## src/include/smc_cfg.svh

```systemverilog
// Constants of the serial master/slave core
`ifndef SMC_CFG_SVH
`define SMC_CFG_SVH
`define SMC_DW 16
`define SMC_DEPTH 3'h4
`define SMC_PTR_ONE 2'h1
`define SMC_CNT_ONE 3'h1
`define SMC_BIT_ONE 4'h1
`define SMC_RELOAD_MIN 17'h00002
`define SMC_RELOAD_WRAP 17'h10000
`define SMC_DIV_ONE 17'h00001
`define SMC_WORD_ZERO 16'h0000
`define SMC_WORD_ONES 16'hffff
`define SMC_SCK_MIN_PERIODS 8
`endif

```

## src/include/smc_pkg.sv

```systemverilog
// Types of the serial master/slave core
package smc_pkg;
   typedef struct packed {
      logic enable;
      logic master_select_bit;
      logic sck_idle_polarity;
      logic sck_phase;
      logic select_direction;
      logic select_out_value;
      logic [3:0] char_length;
      logic [15:0] baud_reload;
   } smc_cfg_t;
   typedef struct packed {
      logic abt;
      logic rovr;
      logic col;
   } smc_stat_t;
   typedef struct packed {
      logic sck_out;
      logic sck_oe;
      logic mosi_out;
      logic mosi_oe;
      logic miso_out;
      logic miso_oe;
      logic ss_n_out;
      logic ss_n_oe;
   } smc_pins_t;
   typedef enum logic [1:0] {
      SMC_IDLE = 2'b00,
      SMC_RUN = 2'b01
   } smc_state_t;
endpackage : smc_pkg

```

## src/rtl/smc_core.sv

```systemverilog
// Serial master/slave core with transmit and receive FIFOs
`include "smc_cfg.svh"

// Operation
// - Character length 1 to 16 bits, sent MSB first from bit 15.
// - Each transfer shifts out one line while shifting in the other.
// - Separate transmit and receive FIFOs, four 16-bit entries each.
// - Next transmit word loads into the shifter at transfer start in phase 0, at the first leading edge in phase 1, if present.
// - Completed received character is moved into the receive FIFO unless it is full.
// - Serial clock never faster than a quarter of the system clock.
// - After reset every serial pin is an input.
// - Unselected slave keeps its MISO output released.
// - Disabled unit releases both MISO and MOSI.
// - Master drives SCK from its own baud generator.
// - Slave takes SCK as input, ignored while not selected.
// - A character takes exactly char_length SCK cycles, 16 when char_length is 0.
// - Data changes on one SCK edge and is sampled on the other.
// - Enabled unit with select direction 1 drives select pin with the select value.
// - Select direction 0 makes the select pin an input.
// - Master with select as input flags collision when select goes low.
// - Master when master select bit set, slave when clear.
// - Phase and polarity choose transmit, receive edges and idle level.
// - SCK is system clock over twice the reload, reload at least 2.
module smc_core (
   input wire logic clk_sys,
   input wire logic rst,
   input smc_pkg::smc_cfg_t cfg,
   input smc_pkg::smc_stat_t stat_clear,
   input wire logic [15:0] tx_data,
   input wire logic tx_valid,
   output logic tx_ready,
   output logic [15:0] rx_data,
   output logic rx_valid,
   input wire logic rx_ready,
   output smc_pkg::smc_stat_t stat,
   output logic busy,
   input wire logic sck_in,
   input wire logic mosi_in,
   input wire logic miso_in,
   input wire logic ss_n_in,
   output smc_pkg::smc_pins_t pins
);
   function automatic logic [1:0] ptr_inc(input logic [1:0] p);
      ptr_inc = p + `SMC_PTR_ONE;
   endfunction : ptr_inc

   function automatic logic [15:0] len_mask(input logic [3:0] len);
      len_mask = (len == 4'h0) ? `SMC_WORD_ONES : ~(`SMC_WORD_ONES << len);
   endfunction : len_mask

   // ----------------------------------------
   // State
   // ----------------------------------------
   logic [15:0] tx_mem [0:3];
   logic [15:0] rx_mem [0:3];
   logic [1:0] tx_wp_r, tx_rp_r, rx_wp_r, rx_rp_r;
   logic [2:0] tx_cnt_r, rx_cnt_r, tx_cnt_nxt;
   logic tx_ready_r, rx_valid_r;
   logic [15:0] rx_data_r;
   logic [15:0] sh_r, rx_sh_r;
   logic [3:0] bit_r;
   logic pend_r, sck_lvl_r, busy_r;
   logic [16:0] div_r;
   smc_pkg::smc_state_t state_r;
   smc_pkg::smc_stat_t stat_r;
   smc_pkg::smc_pins_t pins_r;
   logic sck_s1, sck_s2, sck_s3, mosi_s1, mosi_s2, ss_s1, ss_s2, ss_s3;

   // ----------------------------------------
   // Decode
   // ----------------------------------------
   wire en = cfg.enable;
   wire is_master = cfg.master_select_bit;
   wire cpol = cfg.sck_idle_polarity;
   wire cpha = cfg.sck_phase;
   wire tx_ne = tx_cnt_r != 3'h0;
   wire rx_full = rx_cnt_r == `SMC_DEPTH;
   wire running = state_r == smc_pkg::SMC_RUN;
   wire [16:0] reload_raw = {1'b0, cfg.baud_reload};
   wire [16:0] reload_w = (reload_raw == 17'h0) ? `SMC_RELOAD_WRAP :
                          (reload_raw < `SMC_RELOAD_MIN) ? `SMC_RELOAD_MIN : reload_raw;
   wire tick = running && (div_r == reload_w - `SMC_DIV_ONE);
   wire lead_m = tick && !sck_lvl_r;
   wire trail_m = tick && sck_lvl_r;
   wire sel = en && !is_master && !ss_s2;
   wire lead_s = sel && (sck_s2 != cpol) && (sck_s3 == cpol);
   wire trail_s = sel && (sck_s2 == cpol) && (sck_s3 != cpol);
   wire lead_ev = is_master ? lead_m : lead_s;
   wire trail_ev = is_master ? trail_m : trail_s;
   wire sample_ev = cpha ? trail_ev : lead_ev;
   wire shift_ev = cpha ? lead_ev : trail_ev;
   wire din = is_master ? miso_in : mosi_s2;
   wire [3:0] last_bit = cfg.char_length - `SMC_BIT_ONE;
   wire done_w = sample_ev && (bit_r == last_bit);
   wire [15:0] rx_word = {rx_sh_r[14:0], din} & len_mask(cfg.char_length);
   wire start_m = en && is_master && !running && tx_ne;
   wire sel_start = en && !is_master && ss_s3 && !ss_s2;
   wire sel_end = en && !is_master && !ss_s3 && ss_s2;
   wire stop_m = trail_m && !tx_ne && (cpha ? done_w : pend_r);
   // phase 0 load at start of each transfer
   wire load_now = (start_m || sel_start) && !cpha && tx_ne;
   wire load_shift = shift_ev && pend_r && tx_ne;
   wire tx_pop = load_now || load_shift;
   wire tx_push = tx_valid && tx_ready_r;
   wire rx_push = done_w && !rx_full;
   wire rx_pop = (rx_cnt_r != 3'h0) && (!rx_valid_r || rx_ready);
   wire col_set = en && is_master && !cfg.select_direction && !ss_s2;
   wire abt_set = sel_end && (bit_r != 4'h0);
   smc_pkg::smc_stat_t stat_set;
   assign stat_set = '{abt: abt_set, rovr: done_w && rx_full, col: col_set};
   assign tx_cnt_nxt = tx_cnt_r + {2'b00, tx_push} - {2'b00, tx_pop};

   // ----------------------------------------
   // Synchronisers
   // ----------------------------------------
   // two-flop sync before edge detect
   // sync delay bounds the slave SCK rate
   always_ff @(posedge clk_sys) begin
      sck_s1 <= sck_in;
      sck_s2 <= sck_s1;
      sck_s3 <= sck_s2;
      mosi_s1 <= mosi_in;
      mosi_s2 <= mosi_s1;
      ss_s1 <= ss_n_in;
      ss_s2 <= ss_s1;
      ss_s3 <= ss_s2;
   end

   // ----------------------------------------
   // FIFOs
   // ----------------------------------------
   // two 4x16 FIFOs
   always_ff @(posedge clk_sys) begin
      if (tx_push) begin
         tx_mem[tx_wp_r] <= tx_data;
      end
      if (rx_push) begin
         rx_mem[rx_wp_r] <= rx_word;
      end
   end

   always_ff @(posedge clk_sys) begin
      if (rst) begin
         tx_wp_r <= 2'h0;
         tx_rp_r <= 2'h0;
         tx_cnt_r <= 3'h0;
         tx_ready_r <= 1'b0;
      end else begin
         if (tx_push) begin
            tx_wp_r <= ptr_inc(tx_wp_r);
         end
         if (tx_pop) begin
            tx_rp_r <= ptr_inc(tx_rp_r);
         end
         tx_cnt_r <= tx_cnt_nxt;
         tx_ready_r <= tx_cnt_nxt != `SMC_DEPTH;
      end
   end

   // Output stage keeps a word while the receiver stalls
   always_ff @(posedge clk_sys) begin
      if (rst) begin
         rx_wp_r <= 2'h0;
         rx_rp_r <= 2'h0;
         rx_cnt_r <= 3'h0;
         rx_valid_r <= 1'b0;
         rx_data_r <= `SMC_WORD_ZERO;
      end else begin
         if (rx_push) begin
            rx_wp_r <= ptr_inc(rx_wp_r);
         end
         if (rx_pop) begin
            rx_rp_r <= ptr_inc(rx_rp_r);
            rx_data_r <= rx_mem[rx_rp_r];
            rx_valid_r <= 1'b1;
         end else if (rx_ready) begin
            rx_valid_r <= 1'b0;
         end
         rx_cnt_r <= rx_cnt_r + {2'b00, rx_push} - {2'b00, rx_pop};
      end
   end

   // ----------------------------------------
   // Baud generator and master sequencer
   // ----------------------------------------
   // master clock from divider
   always_ff @(posedge clk_sys) begin
      if (rst || !en || !is_master) begin
         state_r <= smc_pkg::SMC_IDLE;
         div_r <= 17'h0;
         sck_lvl_r <= 1'b0;
      end else begin
         case (state_r)
            smc_pkg::SMC_IDLE: begin
               div_r <= 17'h0;
               sck_lvl_r <= 1'b0;
               if (start_m) begin
                  state_r <= smc_pkg::SMC_RUN;
               end
            end
            smc_pkg::SMC_RUN: begin
               div_r <= tick ? 17'h0 : div_r + `SMC_DIV_ONE;
               if (tick) begin
                  sck_lvl_r <= !sck_lvl_r;
               end
               if (stop_m) begin
                  state_r <= smc_pkg::SMC_IDLE;
               end
            end
            default: state_r <= smc_pkg::SMC_IDLE;
         endcase
      end
   end

   // ----------------------------------------
   // Shift engine
   // ----------------------------------------
   // MSB out of bit 15
   always_ff @(posedge clk_sys) begin
      if (rst) begin
         sh_r <= `SMC_WORD_ZERO;
         rx_sh_r <= `SMC_WORD_ZERO;
         bit_r <= 4'h0;
         pend_r <= 1'b0;
      end else if (!en || sel_end) begin
         bit_r <= 4'h0;
         pend_r <= 1'b0;
      end else begin
         if (load_now) begin
            sh_r <= tx_mem[tx_rp_r];
         end else if (shift_ev) begin
            sh_r <= pend_r ? (tx_ne ? tx_mem[tx_rp_r] : sh_r) : {sh_r[14:0], 1'b0};
         end
         if (sample_ev) begin
            rx_sh_r <= {rx_sh_r[14:0], din};
            bit_r <= done_w ? 4'h0 : bit_r + `SMC_BIT_ONE;
         end
         // Phase 1 waits for its first leading edge; phase 0 drops a flag left by phase 1
         if (start_m || sel_start) begin
            pend_r <= cpha;
         end else if (done_w) begin
            pend_r <= 1'b1;
         end else if (shift_ev) begin
            pend_r <= 1'b0;
         end
      end
   end

   // Set wins over a clear in the same cycle
   always_ff @(posedge clk_sys) begin
      if (rst) begin
         stat_r <= '0;
         busy_r <= 1'b0;
      end else begin
         stat_r <= (stat_r & ~stat_clear) | stat_set;
         busy_r <= running || (bit_r != 4'h0);
      end
   end

   // ----------------------------------------
   // Pin drivers
   // ----------------------------------------
   // all enables low from reset
   always_ff @(posedge clk_sys) begin
      if (rst) begin
         pins_r <= '0;
      end else begin
         pins_r.sck_out <= cpol ^ sck_lvl_r;
         pins_r.sck_oe <= en && is_master;
         pins_r.mosi_out <= sh_r[15];
         pins_r.mosi_oe <= en && is_master;
         pins_r.miso_out <= sh_r[15];
         pins_r.miso_oe <= sel;
         pins_r.ss_n_out <= cfg.select_out_value;
         pins_r.ss_n_oe <= en && cfg.select_direction;
      end
   end

   assign tx_ready = tx_ready_r;
   assign rx_data = rx_data_r;
   assign rx_valid = rx_valid_r;
   assign stat = stat_r;
   assign busy = busy_r;
   assign pins = pins_r;
endmodule : smc_core

```

## config.mk

```make
export PLATFORM = sky130hd
export DESIGN_NAME = smc_core
export DESIGN_NICKNAME = d
export VERILOG_FILES = /design/src/include/smc_pkg.sv /design/src/rtl/smc_core.sv
export VERILOG_INCLUDE_DIRS = /design/src /design/src/include
export SDC_FILE = /design/constraint.sdc
export NUM_CORES = 1
export LEC_CHECK = 0
export ABC_AREA = 1
export BUFFER_PORTS_ARGS = -buffer_cell sky130_fd_sc_hd__buf_2
export CORE_MARGIN = 5
export CORE_UTILIZATION = 50
export DETAILED_ROUTE_END_ITERATION = 7
export PLACE_DENSITY_LB_ADDON = 0.1
export SYNTH_ARGS = -nofsm -noshare
export SYNTH_HDL_FRONTEND = slang
export SYNTH_SLANG_ARGS = --single-unit
```

## constraint.sdc

```tcl
create_clock -name clk_sys -period 4 [get_ports clk_sys]
set_input_delay 0.6 -clock clk_sys [delete_from_list [all_inputs] [get_ports clk_sys]]
set_output_delay 0.6 -clock clk_sys [all_outputs]
set_load 0.005 [all_outputs]
```

==> metrics.yaml <==
status:
  status: "complete, no violations"
pwr:
  switching_share_pct: 27.9
  ir_drop_uv: 351
  p_total_mw: 6.24
  cellPowerDensity_mw_per_mm2: 498
  power_switching_mw: 1.74
  internal_power_mw: 4.50
  power_frac_seq_pct: 45.1
  pwr-share-comb_pct: 18.4
  p_leak_nw: 4.80
  power_frac_clock_pct: 36.5
timing:
  final_hold_viol_count: 0
  max_slew_margin_pct: 24.2
  rsz0062_at_grt: "yes"
  finalSetupViolations: 0
  post-route-period-util_pct: 94.5
  drv_slew: 0
  fin_skew_ps: 14.8
  max_freq_ghz: 0.265
  min_period_ps: 3780
  tightestPinTransition_ps: 1140
cells_and_area:
  fill_cells: 1764
  nNetsFinal: 1268
  multiInputGateArea_mm2: 0.00403
  drive_gt1_share_pct: 25.8
  ff_latch_area_mm2: 0.00599
  final_core_util_pct: 61.3
  diodes: 0
  syn_to_final_growth_pct: 20.0
routing:
  drc_errors: 0
  dr.first_iter.drc_count: 456
  ant_nets: 0
  vias: 7581
  vias_per_cell: 5.12
  first_pass_iters: 5
  wirelength_um: 22700
  detail_route.wl_per_cell_um: 15.3
logic_synthesis:
  synth.top_cell.area_share_pct: 36.8
  synth-simple-area-share_pct: 18.0
  synth_edf_count: 128
  yosys.area.top_type: "edfxtp_1"
  async_flop_share_pct: 0
  synth.area.mux_share_pct: 1.71
  synth_area_per_cell_um2: 9.92
  synthXorXnorAreaFrac_pct: 3.19
  syn_nets: 1127
  synthAdderAreaFrac_pct: 2.78
  synth_area_leaders: "edfxtp_1 (37%), dfxtp_1 (21%), nor2_1 (6.4%), o21ai_0 (4.7%), nand2_1 (3.3%)"
  ys_seq_elements: 235
  synth_top_family_by_area: "simple AND/OR/NAND/NOR gates"
  syn_area_mm2: 0.0104
  yosys-top-cells-count: "nor2_1 (179), edfxtp_1 (128), dfxtp_1 (107)"
  synth.most_common_cell: "nor2_1"
  ys_seq_area_share_pct: 57.3
  synth_cells: 1052
  synth_compound_area_share_pct: 11.2
  yosysWarnings: 0
  ys_types: 53
  ys.flop_type: "edfxtp_1"
setup_path:
  cp.arrival_ps: 4150
  crit_path_end_kind: "flop"
  worstSetupPathType: "primary input to flop"
  cp_max_fo: 5
  worstRegToRegCells: 17
  worst_ep_required_time_ps: 4370
  start_kind: "primary input"
clock_tree:
  cts-htree-levels: 1
  root_buffer: "clkbuf_16"
  cts_tree: "done"
  cts.sinks: 235
  clk_latency_ps: 520
  numCtsBuffers: 25
  path_clk_slew_ps: 70
  clockBufferDepth: 3
global_routing:
  top_usage_layer: "met2"
  grt_start_max_net_pins: 43
  grtUsageTotal_pct: 18.7
  grt_pass1_wl_um: 36800
  grt_use_met1_pct: 27.2
  use_met3_pct: 2.77
  grt_pass1_vias: 7348
  grtUsageMet2_pct: 29.9
  grt_overflow: 0
  antenna_found_initial: 0
floorplan:
  fp.dieH_um: 155
  dieArea_mm2: 0.0239
  core_mm2: 0.0204
  start_util_pct: 51.1
  ios: 83
  die_w_um: 155
  rows: 52
run:
  cap_viol_max_count: 0
hold_path:
  worstHoldPathCells: 1
  min_path_type: "primary input to flop"
placed_design:
  place_hpwl_um: 15000
  place_congestion: 0.849
  portBuffers: 82
[per-layer routing]
metal	up-vias	part of all wire, %
li1	3853	-
met4	0	1.8
met5	-	0
met2	151	46
met1	3545	48
met3	32	4.5
[critical path: stages]
cell      delay (ps)
buf_8            100
nor2_4           110
nand2_2           80
nor2_4           180
nand3_2          130
nand2_4          100
ha_4             140
nand2_4           50
nor3_4           280
nand3_2          140
xnor2_2          190
nand3b_1         100
nor2_2            90
nand3_2           90
nor2_4           130
nand4_1          130
nand3_1          130
nand4_1          120
nand2_1          100
ha_1             130
inv_1             40
ha_2             170
fa_2             330
xor2_1           190
xor2_1           190
a31oi_1           90
[logic make-up after synthesis]
logic type / after synthesis
multiplexers: 16
AND/OR/NAND/NOR: 399
XOR/XNOR: 38
adder cells (fa/ha/maj): 22
buffers and inverters: 137
AO/OA/AOI/OAI: 205
flip-flops: 235
[placed cells by master, fill, tap and decap left out, drive strengths merged, types with 4 or more instances in the layout]
cell type,synthesis,layout
nand4,16,16
a31oi,18,18
nor3,9,9
edfxtp,128,128
xnor2,15,15
clkinv,1,10
inv,95,96
nand3,52,52
ha,20,20
nor2,190,190
nand2,115,115
buf,10,155
mux2,15,15
xor2,23,23
a21oi,53,53
clkbuf,29,34
o22ai,17,17
a21boi,7,7
o21ai,103,103
dfxtp,107,107
nor3b,4,4
or2,4,4
[metrics by stage]
stage          cell area (um2)  setup slack (ps)  setup TNS [ps]  std cells  hold WS, ps
3_3_place_gp             11500              -332           -1270       1429          310
2_1_floorplan            10500             -57.1           -78.7       1052          310
4_1_cts                  12300              67.6               0       1475          156
3_5_place_dp             11500              -455           -3570       1429          314
6_report                 12500               222               0       1482          178
5_1_grt                  12500              -117            -287       1482          166
[power groups by stage]
stage	registers, mW	clock network, mW	logic (mW)
finish	2.82	2.28	1.15
global route	2.84	2.43	1.31
CTS	2.82	2.32	1.13
detailed placement	2.87	0	1.13
global placement	2.87	0	1.11
floorplan	2.86	0	0.732
[final cells by class]
type,instances,area share (%)
clock buffer,34,5.84
inverter,96,2.90
timing repair buffer,155,7.88
tap,270,2.70
sequential,235,47.8
clock inverter,12,0.719
multi-input combinational,680,32.2
[final timing paths]
check | startpoint | endpoint | slack, ps
max reg2reg | div_r[10]$_SDFF_PP0_ | tx_ready$_SDFF_PP0_ | 890
min | sck_in | sck_s1$_DFF_P_ | 180
max | cfg[9] | tx_ready$_SDFF_PP0_ | 220
min reg2reg | mosi_s1$_DFF_P_ | mosi_s2$_DFF_P_ | 330
[flip-flops by register name (all words and copies together), names as in the netlist, 2 cells and up, named ones only]
register	count
bit_r	4
div_r	17
pins	6
rx_cnt_r	3
rx_data	16
rx_mem	64
rx_rp_r	2
rx_sh_r	15
rx_wp_r	2
sh_r	16
stat	3
tx_cnt_r	3
tx_mem	64
tx_rp_r	2
tx_wp_r	2
[what timing repair did]
action,4_1_cts,5_1_grt
endpoints found under the setup margin,0,5
hold buffers,0,0
gates resized for setup,0,36
buffers inserted,0,7
Power figures use the tool's default switching activity.
